**config.mk**
```make
export PLATFORM = sky130hd
export DESIGN_NAME = hvcr_regs
export DESIGN_NICKNAME = d
export VERILOG_FILES = /design/src/rtl/hvcr_pkg.sv /design/src/rtl/hvcr_regs.sv /design/src/rtl/hvcr_sync.sv
export VERILOG_INCLUDE_DIRS = /design/src /design/src/rtl
export SDC_FILE = /design/constraint.sdc
export NUM_CORES = 1
export LEC_CHECK = 0
export ABC_AREA = 1
export BUFFER_PORTS_ARGS = -buffer_cell sky130_fd_sc_hd__buf_2
export CAP_MARGIN = 25
export CORE_MARGIN = 2
export CORE_UTILIZATION = 40
export CTS_BUF_LIST = sky130_fd_sc_hd__clkbuf_8 sky130_fd_sc_hd__clkbuf_16
export CTS_CLUSTER_SIZE = 40
export DETAILED_ROUTE_END_ITERATION = 10
export MAX_ROUTING_LAYER = met4
export PLACE_DENSITY = 0.66
export SLEW_MARGIN = 20
export SYNTH_ARGS = -nofsm -noshare
export SYNTH_HDL_FRONTEND = slang
export SYNTH_HIERARCHICAL = 1
export SYNTH_SLANG_ARGS = --single-unit
```
**constraint.sdc**
```tcl
create_clock -name clk -period 3.39 [get_ports clk]
set_input_delay 0.678 -clock clk [delete_from_list [all_inputs] [get_ports clk]]
set_output_delay 0.678 -clock clk [all_outputs]
set_load 0.01 [all_outputs]
```
**src/rtl/hvcr_map.svh**
```systemverilog
`ifndef HVCR_MAP_SVH
`define HVCR_MAP_SVH

// ----------------------------------------
// Indirect commands
// ----------------------------------------
`define HVCR_CMD_RD_PRI 8'h00
`define HVCR_CMD_RD_SEC 8'h01
`define HVCR_CMD_RD_MON 8'h03
`define HVCR_CMD_WR_PRI 8'h08
`define HVCR_CMD_WR_SEC 8'h09

// ----------------------------------------
// Field positions
// ----------------------------------------
`define HVCR_P_THERM_DIS 7
`define HVCR_P_OSC_EN 6
`define HVCR_P_WAKE 4
`define HVCR_P_PSM_EN 3
`define HVCR_P_LVF_EN 2
`define HVCR_S_ATTEN_EN 7
`define HVCR_S_TMON_EN 6
`define HVCR_MON_LVF 3
`define HVCR_STAT_TX_OK 2
`define HVCR_STAT_RD_OK 1
`define HVCR_STAT_BUSY 0
`define HVCR_LIN_OFF 2'h0
`define HVCR_LIN_ON 2'h2

// ----------------------------------------
// Reset values and timing
// ----------------------------------------
`define HVCR_CFG_RESET 8'h00
`define HVCR_CLK_NS 40
`define HVCR_LAT_NS 10000
`define HVCR_OSC_START_NS 70000
`define HVCR_LAT_CYC ((`HVCR_LAT_NS + `HVCR_CLK_NS - 1) / `HVCR_CLK_NS)
`define HVCR_OSC_CYC ((`HVCR_OSC_START_NS + `HVCR_CLK_NS - 1) / `HVCR_CLK_NS)
`endif

```
**src/rtl/hvcr_pkg.sv**
```systemverilog
package hvcr_pkg;
  typedef logic [7:0] hvcr_byte_t;
  typedef logic [11:0] hvcr_data_t;
  typedef enum logic {HVCR_IDLE, HVCR_BUSY} hvcr_state_t;
endpackage

```
**src/rtl/hvcr_regs.sv**
```systemverilog
`include "hvcr_map.svh"
module hvcr_regs #(
  parameter int LAT_CYC = `HVCR_LAT_CYC,
  parameter int OSC_CYC = `HVCR_OSC_CYC
) (
  input wire logic clk, // system clock, 25 MHz
  input wire logic rst_b, // async reset, active low
  input wire logic cmd_wr, // write strobe, command register
  input wire hvcr_pkg::hvcr_byte_t cmd_wdata, // command byte
  output hvcr_pkg::hvcr_byte_t cmd_rdata, // busy and result status
  input wire logic dat_wr, // write strobe, data register
  input wire hvcr_pkg::hvcr_byte_t dat_wdata, // data low byte
  output hvcr_pkg::hvcr_data_t dat_rdata, // command nibble and data
  input wire logic thermal_event, // wake driver over-temperature pin
  input wire logic supply_low, // supply below 6.0 V pin
  input wire logic dvdd_low, // digital supply below 2.1 V pin
  input wire logic hv_irq_en, // interrupt source enable
  output logic hv_interrupt, // supply monitor interrupt
  output logic wake_pin_o, // wake pin drive value
  output logic wake_pin_oe, // wake pin drive enable
  output logic osc_en, // precision oscillator power
  output logic osc_ready, // oscillator start-up elapsed
  output logic psm_en, // supply monitor power
  output logic lin_drv_en, // bus transceiver driver on
  output logic atten_en, // attenuator and buffer on
  output logic tmon_en, // temperature monitor on
  output logic tmon_to_adc // temperature channel input select
);
  import hvcr_pkg::*;

  // ----------------------------------------
  // Storage
  // ----------------------------------------
  hvcr_state_t state;
  hvcr_byte_t hv_config_primary;
  hvcr_byte_t hv_config_secondary;
  hvcr_byte_t hv_data_reg;
  hvcr_byte_t cmd_latched;
  logic [15:0] lat_cnt;
  logic [15:0] osc_cnt;
  logic rd_ok;
  logic tx_ok;
  logic wake_shut;
  logic low_flag;
  logic thermal_s;
  logic supply_low_s;
  logic dvdd_low_s;

  hvcr_sync #(.W(3)) u_sync (
    .clk(clk),
    .rst_b(rst_b),
    .async_in({thermal_event, supply_low, dvdd_low}),
    .sync_out({thermal_s, supply_low_s, dvdd_low_s})
  );

  // ----------------------------------------
  // Decode
  // ----------------------------------------
  wire busy = (state == HVCR_BUSY);
  wire accept = cmd_wr && !busy;
  wire done = busy && (lat_cnt == 16'h0000);
  wire is_wr_pri = (cmd_latched == `HVCR_CMD_WR_PRI);
  wire is_wr_sec = (cmd_latched == `HVCR_CMD_WR_SEC);
  wire is_rd_pri = (cmd_latched == `HVCR_CMD_RD_PRI);
  wire is_rd_sec = (cmd_latched == `HVCR_CMD_RD_SEC);
  wire is_rd_mon = (cmd_latched == `HVCR_CMD_RD_MON);
  wire is_rd = is_rd_pri || is_rd_sec || is_rd_mon;
  wire is_wr = is_wr_pri || is_wr_sec;
  wire [7:0] hv_monitor_reg = {4'h0, low_flag, 3'h0};
  wire [7:0] rd_value = is_rd_pri ? hv_config_primary :
                        is_rd_sec ? hv_config_secondary : hv_monitor_reg;
  wire wake_req = hv_config_primary[`HVCR_P_WAKE];
  wire shut_trip = thermal_s && wake_req && !hv_config_primary[`HVCR_P_THERM_DIS];

  assign cmd_rdata = {5'h00, tx_ok, rd_ok, busy};
  assign dat_rdata = {cmd_latched[3:0], hv_data_reg};

  // ----------------------------------------
  // Command sequencer
  // ----------------------------------------
  // busy for the interface latency
  always_ff @(posedge clk or negedge rst_b) begin
    if (!rst_b) begin
      state <= HVCR_IDLE;
      lat_cnt <= 16'h0000;
      cmd_latched <= 8'h00;
    end else begin
      case (state)
        HVCR_IDLE: begin
          if (accept) begin
            state <= HVCR_BUSY;
            cmd_latched <= cmd_wdata;
            lat_cnt <= 16'(LAT_CYC - 1);
          end
        end
        HVCR_BUSY: begin
          if (done) begin
            state <= HVCR_IDLE;
          end else begin
            lat_cnt <= lat_cnt - 16'h0001;
          end
        end
        default: state <= HVCR_IDLE;
      endcase
    end
  end

  // Status valid once busy clears; unknown command fails both
  always_ff @(posedge clk or negedge rst_b) begin
    if (!rst_b) begin
      rd_ok <= 1'b0;
      tx_ok <= 1'b0;
    end else if (accept) begin
      rd_ok <= 1'b0;
      tx_ok <= 1'b0;
    end else if (done) begin
      rd_ok <= is_rd;
      tx_ok <= is_wr;
    end
  end

  // Data register; software writes ignored while busy so a read result cannot be torn
  always_ff @(posedge clk or negedge rst_b) begin
    if (!rst_b) begin
      hv_data_reg <= 8'h00;
    end else if (done && is_rd) begin
      hv_data_reg <= rd_value;
    end else if (dat_wr && !busy) begin
      hv_data_reg <= dat_wdata;
    end
  end

  // ----------------------------------------
  // Configuration registers
  // ----------------------------------------
  // reset to zero, written only by command
  always_ff @(posedge clk or negedge rst_b) begin
    if (!rst_b) begin
      hv_config_primary <= `HVCR_CFG_RESET;
      hv_config_secondary <= `HVCR_CFG_RESET;
    end else if (done) begin
      if (is_wr_pri) hv_config_primary <= hv_data_reg;
      if (is_wr_sec) hv_config_secondary <= hv_data_reg;
    end
  end

  // ----------------------------------------
  // High-voltage controls
  // ----------------------------------------
  // latched shutdown, rearmed by rewriting primary
  always_ff @(posedge clk or negedge rst_b) begin
    if (!rst_b) begin
      wake_shut <= 1'b0;
    end else if (shut_trip) begin
      wake_shut <= 1'b1;
    end else if (done && is_wr_pri) begin
      wake_shut <= 1'b0;
    end
  end

  always_ff @(posedge clk or negedge rst_b) begin
    if (!rst_b) begin
      osc_cnt <= 16'h0000;
      osc_ready <= 1'b0;
    end else if (!hv_config_primary[`HVCR_P_OSC_EN]) begin
      osc_cnt <= 16'h0000;
      osc_ready <= 1'b0;
    end else if (osc_cnt == 16'(OSC_CYC - 1)) begin
      osc_ready <= 1'b1;
    end else begin
      osc_cnt <= osc_cnt + 16'h0001;
    end
  end

  always_ff @(posedge clk or negedge rst_b) begin
    if (!rst_b) begin
      low_flag <= 1'b0;
    end else if (dvdd_low_s && hv_config_primary[`HVCR_P_LVF_EN]) begin
      low_flag <= 1'b1;
    end
  end

  always_ff @(posedge clk or negedge rst_b) begin
    if (!rst_b) begin
      hv_interrupt <= 1'b0;
      wake_pin_o <= 1'b0;
      wake_pin_oe <= 1'b0;
      osc_en <= 1'b0;
      psm_en <= 1'b0;
      lin_drv_en <= 1'b0;
      atten_en <= 1'b0;
      tmon_en <= 1'b0;
      tmon_to_adc <= 1'b0;
    end else begin
      hv_interrupt <= hv_config_primary[`HVCR_P_PSM_EN] && hv_irq_en && supply_low_s;
      // drive high or release to pull-down
      wake_pin_o <= 1'b1;
      wake_pin_oe <= wake_req && !wake_shut && !shut_trip;
      osc_en <= hv_config_primary[`HVCR_P_OSC_EN];
      psm_en <= hv_config_primary[`HVCR_P_PSM_EN];
      // reserved codes leave the driver off
      lin_drv_en <= (hv_config_primary[1:0] == `HVCR_LIN_ON);
      atten_en <= hv_config_secondary[`HVCR_S_ATTEN_EN];
      tmon_en <= hv_config_secondary[`HVCR_S_TMON_EN];
      tmon_to_adc <= hv_config_secondary[`HVCR_S_TMON_EN];
    end
  end

  // ----------------------------------------
  // Assertions
  // ----------------------------------------
  // Tracks the module parameter, so a latency shortened down to 8 cycles is still checked
  localparam int A_GAP = LAT_CYC - 8;
endmodule

```
**src/rtl/hvcr_sync.sv**
```systemverilog
module hvcr_sync #(
  parameter int W = 1
) (
  input wire logic clk, // system clock
  input wire logic rst_b, // async reset, active low
  input wire logic [W-1:0] async_in, // pins from outside
  output logic [W-1:0] sync_out // filtered level
);
  logic [W-1:0] ff1;
  logic [W-1:0] ff2;
  logic [W-1:0] ff3;
  wire [W-1:0] agree = ~(ff2 ^ ff3);

  // Only ff2 reads ff1; a change counts once ff2 and ff3 agree
  always_ff @(posedge clk or negedge rst_b) begin
    if (!rst_b) begin
      ff1 <= '0;
      ff2 <= '0;
      ff3 <= '0;
      sync_out <= '0;
    end else begin
      ff1 <= async_in;
      ff2 <= ff1;
      ff3 <= ff2;
      sync_out <= (agree & ff3) | (~agree & sync_out);
    end
  end
endmodule

```
==> qor.txt, run 1 <==
===============================================================================
Synthesized instance count .......................................          522
Port Buffer Count ................................................           48
Overall routed net length ........................................      8690 µm
Worst setup slack after layout ...................................      1470 ps
Die Y-Extent .....................................................       109 µm
Worst-case reg-to-reg path depth .................................            9
CP endpoint kind .................................................  output port
Avg Cell Area, Syn ...............................................     8.42 µm²
Area fraction of the dominant cell type after synthesis ..........        51.2%
Placed cell areas ................................................     4680 µm²
Clock insertion delay at the later pin of the skew report ........       370 ps
Critical path required time ......................................      2710 ps
Measured slew at the worst slew-check pin ........................       583 ps
CTS buffer count .................................................            9
Adder-cell share of the synthesized area .........................        1.14%
Clock slew at reported path FFs ..................................        90 ps
Number of filler instances in the final layout ...................         1036
Clock buffer depth ...............................................            2
Sum of overflow across all layers after global routing ...........            0
Endpoint of the most critical register-to-register path .......... hv_data_reg[4]
Final Core Density ...............................................        45.5%
Post-DRT Antenna Nets ............................................            0
Xor/xnor cell area share of the yosys netlist ....................       0.797%
RR Startpoint ....................................................   lat_cnt[0]
Initial antenna violation count ..................................            0
Main combinational cell family by area after synthesis ........... simple AND/OR/NAND/NOR gates
Critical path buffer and inverter count ..........................            1
Horizontal die dimension .........................................       109 µm
Cells along the critical path ....................................        buf_2
Mux share of post-synthesis cell area ............................           0%
Mean number of vias per cell .....................................         4.79
Leak .............................................................      2.43 nW
Clock tree from TritonCTS ........................................         done
Number of max-capacitance violations reported ....................            0
Synthesized-area fraction occupied by and/or/nand/nor cells ......        28.5%
Via count ........................................................         3399
Maximum fanout along the worst path ..............................            8
Ports ............................................................           54
Maximum cell stage delay along the critical path .................       650 ps
Count of unique library cells instantiated by Yosys ..............           40
Flip-flop and latch count after synthesis ........................           90
Largest regs ..................................................... lat_cnt: 16 flops, osc_cnt: 16 flops
Wire length of the first global-routing pass .....................     15100 µm
Fraction of the yosys area taken by sequential cells .............        51.2%
Cell types occupying the most area after synthesis ............... sky130_fd_sc_hd__dfrtp_1 51%, sky130_fd_sc_hd__nand2_1 11%, sky130_fd_sc_hd__inv_1 5.4%
Power Dens Cells .................................................   402 nW/µm²
Finish-stage setup viols .........................................            0
Max IR drop VDD ..................................................       303 µV
Standard cell core area ..........................................    10800 µm²
Outcome .......................................................... finished, final reports clean
Worst slack, placed ..............................................      1620 ps
Pin count of the biggest net entering global routing .............           47
Largest delay share family, worst path ...........................   flip-flops
Worst slew margin ................................................        61.1%
Area of the multi-input gates ....................................     1740 µm²
Global routing usage summed across all routing layers ............        16.6%
Fmax .............................................................    0.522 GHz
PostCTS Resize Cnt ...............................................            0
Hold-fix buffer count after cts ..................................            0
Setup crit start kind ............................................         flop
Clock net sink count .............................................           90
Setup repair after global routing missed its margin ..............           no
Standard-cell row count ..........................................           38
Worst setup slack for register-to-register paths .................      1610 ps
Growth of design area from synthesis to finish ...................        11.8%
Worst path slowest cell .......................................... sky130_fd_sc_hd__dfrtp_1
Number of setup buffers added after CTS ..........................            0
Share of the synthesized area in compound gates (AO/OA/AOI/OAI) ..        8.57%
Initial detailed-routing violation count .........................          144
H-Tree Level Count ...............................................            3
Total die area ...................................................    11800 µm²
Path type of the worst setup path ................................ flop to output port
DRT Pass-1 Iters .................................................            5
Drt wl/cell ......................................................      12.2 µm
Vias in the first global route ...................................         3245
Share of the clock period used by the worst path after layout ....        56.6%
Final weighted congestion of routability-driven global placement .        0.859
Hold WC Path Type ................................................ input pin to asynchronous set/reset pin
Initial standard-cell utilization of the core ....................        40.7%
DRC Markers ......................................................            0
Fin crit period ..................................................      1920 ps
Nets .............................................................          593
Setup skew after layout ..........................................      12.6 ps
Fraction of final layout cells sized beyond drive strength 1 .....        18.6%
Placed wire-length estimate after detailed placement .............      6340 µm
Cell taking the most area after synthesis ........................ sky130_fd_sc_hd__dfrtp_1
Final Slew Violations ............................................            0
Number of warnings issued by yosys ...............................            6
Cell at the root of the clock tree ............................... sky130_fd_sc_hd__clkbuf_8
Post-Syn Area ....................................................     4400 µm²
Number of hold violations in the final report ....................            0
Total negative slack for setup checks ............................         0 ps
Final design area excluding fillers ..............................     4910 µm²
Inserted Diodes ..................................................            0
CP arrival .......................................................      1240 ps
Reg area .........................................................     2250 µm²
===============================================================================
report_power, final:
group          switching, mW  total, mW  internal [mW]
sequential           0.00498       1.09           1.08
combinational         0.0304     0.0448         0.0145
clock                  0.399      0.842          0.443
cells in the mapped netlist:
cell type and instances:
sky130_fd_sc_hd__conb_1 2, sky130_fd_sc_hd__buf_4 14, sky130_fd_sc_hd__nor3b_1 3, sky130_fd_sc_hd__dfrtp_1 90, sky130_fd_sc_hd__inv_2 4, sky130_fd_sc_hd__nand3_2 1
sky130_fd_sc_hd__o22ai_1 3, sky130_fd_sc_hd__a21oi_1 14, sky130_fd_sc_hd__xnor2_1 1, sky130_fd_sc_hd__nand3b_1 5, sky130_fd_sc_hd__nor2_2 11, sky130_fd_sc_hd__nand2_2 6
sky130_fd_sc_hd__and3_1 1, sky130_fd_sc_hd__nand4_4 1, sky130_fd_sc_hd__nor3_1 5, sky130_fd_sc_hd__nor3_2 1, sky130_fd_sc_hd__nor2_4 2, sky130_fd_sc_hd__nand4_1 8
sky130_fd_sc_hd__nand2_8 1, sky130_fd_sc_hd__nand3_1 47, sky130_fd_sc_hd__inv_1 63, sky130_fd_sc_hd__a31oi_1 1, sky130_fd_sc_hd__o21ai_2 8, sky130_fd_sc_hd__nand2_1 125
sky130_fd_sc_hd__o21ai_0 27, sky130_fd_sc_hd__buf_2 4, sky130_fd_sc_hd__o31ai_1 1, sky130_fd_sc_hd__o21ai_1 9, sky130_fd_sc_hd__xor2_1 3, sky130_fd_sc_hd__buf_6 3
sky130_fd_sc_hd__ha_1 4, sky130_fd_sc_hd__o21bai_1 1, sky130_fd_sc_hd__or2_2 2, sky130_fd_sc_hd__clkbuf_1 1, sky130_fd_sc_hd__nor2_1 43, sky130_fd_sc_hd__nor2_8 1
sky130_fd_sc_hd__clkinv_1 2, sky130_fd_sc_hd__o2bb2ai_1 1, sky130_fd_sc_hd__o21a_1 1, sky130_fd_sc_hd__nand2_4 2
cell families after synthesis:
group,after synthesis
AO/OA/AOI/OAI,66
XOR/XNOR,4
adder cells (fa/ha/maj),4
buffers and inverters,91
flip-flops,90
other,2
AND/OR/NAND/NOR,265
cell usage in the layout, fill, tap and decap left out, drive strengths merged, types with 4 or more instances in the layout:
| cell type | count |
|---|---|
| ha | 4 |
| buf | 50 |
| nand3b | 5 |
| nand3 | 48 |
| clkinv | 4 |
| inv | 69 |
| clkbuf | 10 |
| a21oi | 14 |
| nand2 | 134 |
| conb | 6 |
| nor2 | 57 |
| nor3 | 6 |
| nand4 | 9 |
| o21ai | 44 |
| dfrtp | 90 |
worst max path at each step:
stage | cells after the start | from | end
2_1_floorplan | 10 | lat_cnt[0] | lat_cnt[7]
3_3_place_gp | 5 | busy | hv_data_reg[6]
3_5_place_dp | 5 | busy | hv_data_reg[6]
4_1_cts | 1 | busy | cmd_rdata[0]
5_1_grt | 1 | busy | cmd_rdata[0]
6_report | 1 | busy | cmd_rdata[0]
routing by layer:
layer	wire length, µm	part of all wire (%)	global-route usage, %	vias up
met5	0	0	-	-
met4	143	1.6	6.04	0
met3	268	3.1	2.87	11
met2	4170	48	26.7	54
met1	4100	47	21.1	1596
li1	-	-	-	1738
area by class of cell:
type                       count  share of cell area, %
clock buffer                  10                   2.80
clock inverter                 6                   1.94
inverter                      69                   5.27
multi-input combinational    345                   35.3
sequential                    90                   45.8
tap                          140                   3.57
timing repair buffer          50                   5.25
metrics by stage:
step / power (mW) / std cells / hold slack [ps]
floorplan: 1.12 / 526 / 331
global placement: 1.15 / 694 / 335
detailed placement: 1.16 / 694 / 336
CTS: 2.00 / 710 / 315
global route: 2.06 / 710 / 348
finish: 1.97 / 710 / 306
Power figures use the tool's default switching activity.
==> run 2, diff against run 1 <==
PLACE_DENSITY = 0.68   (was 0.66)
clock period = 1.6 ns   (was 3.39 ns; I/O delays follow)
==> qor.txt, run 2 (same netlist as run 1, synthesis figures left out) <==
===============================================================================
Outcome .......................................................... finished, final reports clean
Worst slew margin ................................................        64.9%   +3.8 points
Worst setup slack for register-to-register paths .................        20 ps   -1590 ps
Number of max-capacitance violations reported ....................            0   unchanged
Die Y-Extent .....................................................       109 µm   unchanged
Clock insertion delay at the later pin of the skew report ........       370 ps   about the same
Initial antenna violation count ..................................            0   unchanged
DRT Pass-1 Iters .................................................            4   -1
Overall routed net length ........................................      9390 µm   +8.0%
Max IR drop VDD ..................................................       620 µV   +100%
Worst hold start .................................................     dvdd_low
Post-DRT Antenna Nets ............................................            0   unchanged
Worst Setup SP ...................................................   lat_cnt[9]
Non-filler instance count after layout ...........................          736   +3.7%
Clock tree from TritonCTS ........................................         done
Inserted Diodes ..................................................            0   unchanged
Pin count of the biggest net entering global routing .............           30   -36%
Mean number of vias per cell .....................................         4.82   +0.61%
Ports ............................................................           54   unchanged
Number of filler instances in the final layout ...................         1000   -3.5%
Growth of design area from synthesis to finish ...................        20.5%
Worst-case reg-to-reg path depth .................................            8   -1
Most common cell after layout, fill and taps aside ............... sky130_fd_sc_hd__nand2_1
Crit-path most repeated cell ..................................... sky130_fd_sc_hd__nor2_4
Highest-count cells in the layout ignoring fill and taps ......... 121 x sky130_fd_sc_hd__nand2_1, 87 x sky130_fd_sc_hd__dfrtp_1, 61 x sky130_fd_sc_hd__inv_1
Wire length of the first global-routing pass .....................     15400 µm   +2.5%
Via count ........................................................         3545   +4.3%
Cells along the critical path .................................... nor2_4 -> nand2_2 -> nor2_4 -> nand3_2 -> nor2_4 -> nand3_1 -> nand2_1 -> nand2_1
Horizontal die dimension .........................................       109 µm   unchanged
Maximum fanout along the worst path ..............................            7   -1
Worst hold slack across all endpoints ............................      51.0 ps   -255 ps
Initial detailed-routing violation count .........................          150   +4.2%
Power Dens Cells .................................................   786 nW/µm²   +96%
Number of gates on the worst path with buffers counted ...........            8   +7
Setup skew after layout ..........................................      16.6 ps   +3.96 ps
CP arrival .......................................................      1850 ps   +610 ps
Post-placement cell count ........................................          710   +2.3%
Vias in the first global route ...................................         3419   +5.4%
Setup crit start kind ............................................         flop
RR Startpoint ....................................................   lat_cnt[9]
Critical path required time ......................................      1870 ps   -840 ps
Clock buffer depth ...............................................            2   unchanged
Nets .............................................................          619   +4.4%
Clock net sink count .............................................           90   unchanged
Drt wl/cell ......................................................      12.8 µm   +4.2%
Final Power ......................................................      4.16 mW   +110%
Port Buffer Count ................................................           48   unchanged
Sum of overflow across all layers after global routing ...........            0   unchanged
Fmax .............................................................    0.631 GHz
Placed wire-length estimate after detailed placement .............      6430 µm   +1.5%
Final weighted congestion of routability-driven global placement .        0.872   +1.5%
Clock slew at reported path FFs ..................................       100 ps   about the same
Standard cell core area ..........................................    10800 µm²   unchanged
Worst setup slack after layout ...................................      15.4 ps   -1460 ps
Final Core Density ...............................................        49.1%   +3.5 points
DRC Markers ......................................................            0   unchanged
Maximum cell stage delay along the critical path .................       450 ps   -200 ps
Final Slew Violations ............................................            0   unchanged
Critical path buffer and inverter count ..........................            0   -1
Leak .............................................................      2.57 nW   +5.7%
Placed cell areas ................................................     4830 µm²   +3.1%
Final design area excluding fillers ..............................     5300 µm²   +7.8%
Global routing usage summed across all routing layers ............        17.2%   +0.63 points
Total negative slack for setup checks ............................         0 ps   unchanged
Fraction of final layout cells sized beyond drive strength 1 .....        26.0%   +7.4 points
Initial standard-cell utilization of the core ....................        40.7%   unchanged
Setup repair after global routing missed its margin ..............          yes
Measured slew at the worst slew-check pin ........................       525 ps   -57.8 ps
Largest regs ..................................................... lat_cnt: 16 flops, osc_cnt: 16 flops
Worst path slowest cell .......................................... sky130_fd_sc_hd__dfrtp_1
Path type of the worst setup path ................................ flop to flop
Number of hold violations in the final report ....................            0   unchanged
Endpoint of the most critical register-to-register path .......... hv_data_reg[7]
Share of the clock period used by the worst path after layout ....        99.0%
Largest delay share family, worst path ........................... simple AND/OR/NAND/NOR gates
Hold WC Path Type ................................................ input pin to flop
Worst slack, placed ..............................................     -51.1 ps   -1670 ps
Finish-stage setup viols .........................................            0   unchanged
Fin crit period ..................................................      1580 ps
Reg area .........................................................     2260 µm²   +0.17%
H-Tree Level Count ...............................................            3   unchanged
Critical path endpoint ........................................... hv_data_reg[7]
Area of the multi-input gates ....................................     1900 µm²   +9.7%
CP endpoint kind .................................................         flop
Total die area ...................................................    11800 µm²   unchanged
Cell at the root of the clock tree ............................... sky130_fd_sc_hd__clkbuf_8
CTS buffer count .................................................            9   unchanged
Standard-cell row count ..........................................           38   unchanged
===============================================================================
run 2: worst min path at each step:
stage,end,cells past startpoint
detailed placement,hv_config_primary[1],1
global placement,lin_drv_en,1
CTS,u_sync/ff1[0],1
finish,u_sync/ff1[0],1
floorplan,atten_en,0
global route,u_sync/ff1[2],1
run 2: timing repair:
action | 4_1_cts | 5_1_grt
gates resized for setup | 2 | 38
setup buffers | 0 | 8
hold buffers | 1 | 0
hold endpoints to repair | 18 | 0
pin swaps | 0 | 11
endpoints found under the setup margin | 11 | 40
gates cloned | 0 | 1
run 2: metal layers:
| metal | up-vias | wire length (µm) | track usage (%) |
|---|---|---|---|
| li1 | 1792 | - | - |
| met1 | 1675 | 4230 | 21.7 |
| met2 | 71 | 4670 | 27.5 |
| met3 | 7 | 357 | 3.29 |
| met4 | 0 | 123 | 6.87 |
| met5 | - | 0 | - |
run 2: layout make-up:
class / count / area share [%]
Multi-Input combinational cell: 346 / 36.0
Clock inverter: 7 / 1.87
Sequential cell: 90 / 42.6
Inverter: 69 / 5.01
Clock buffer: 9 / 2.34
Timing Repair Buffer: 75 / 8.93
Tap cell: 140 / 3.31
run 2: report_power, final:
group	switching, mW	internal [mW]
Sequential	0.0105	2.29
Clock	0.863	0.891
Combinational	0.0666	0.0406
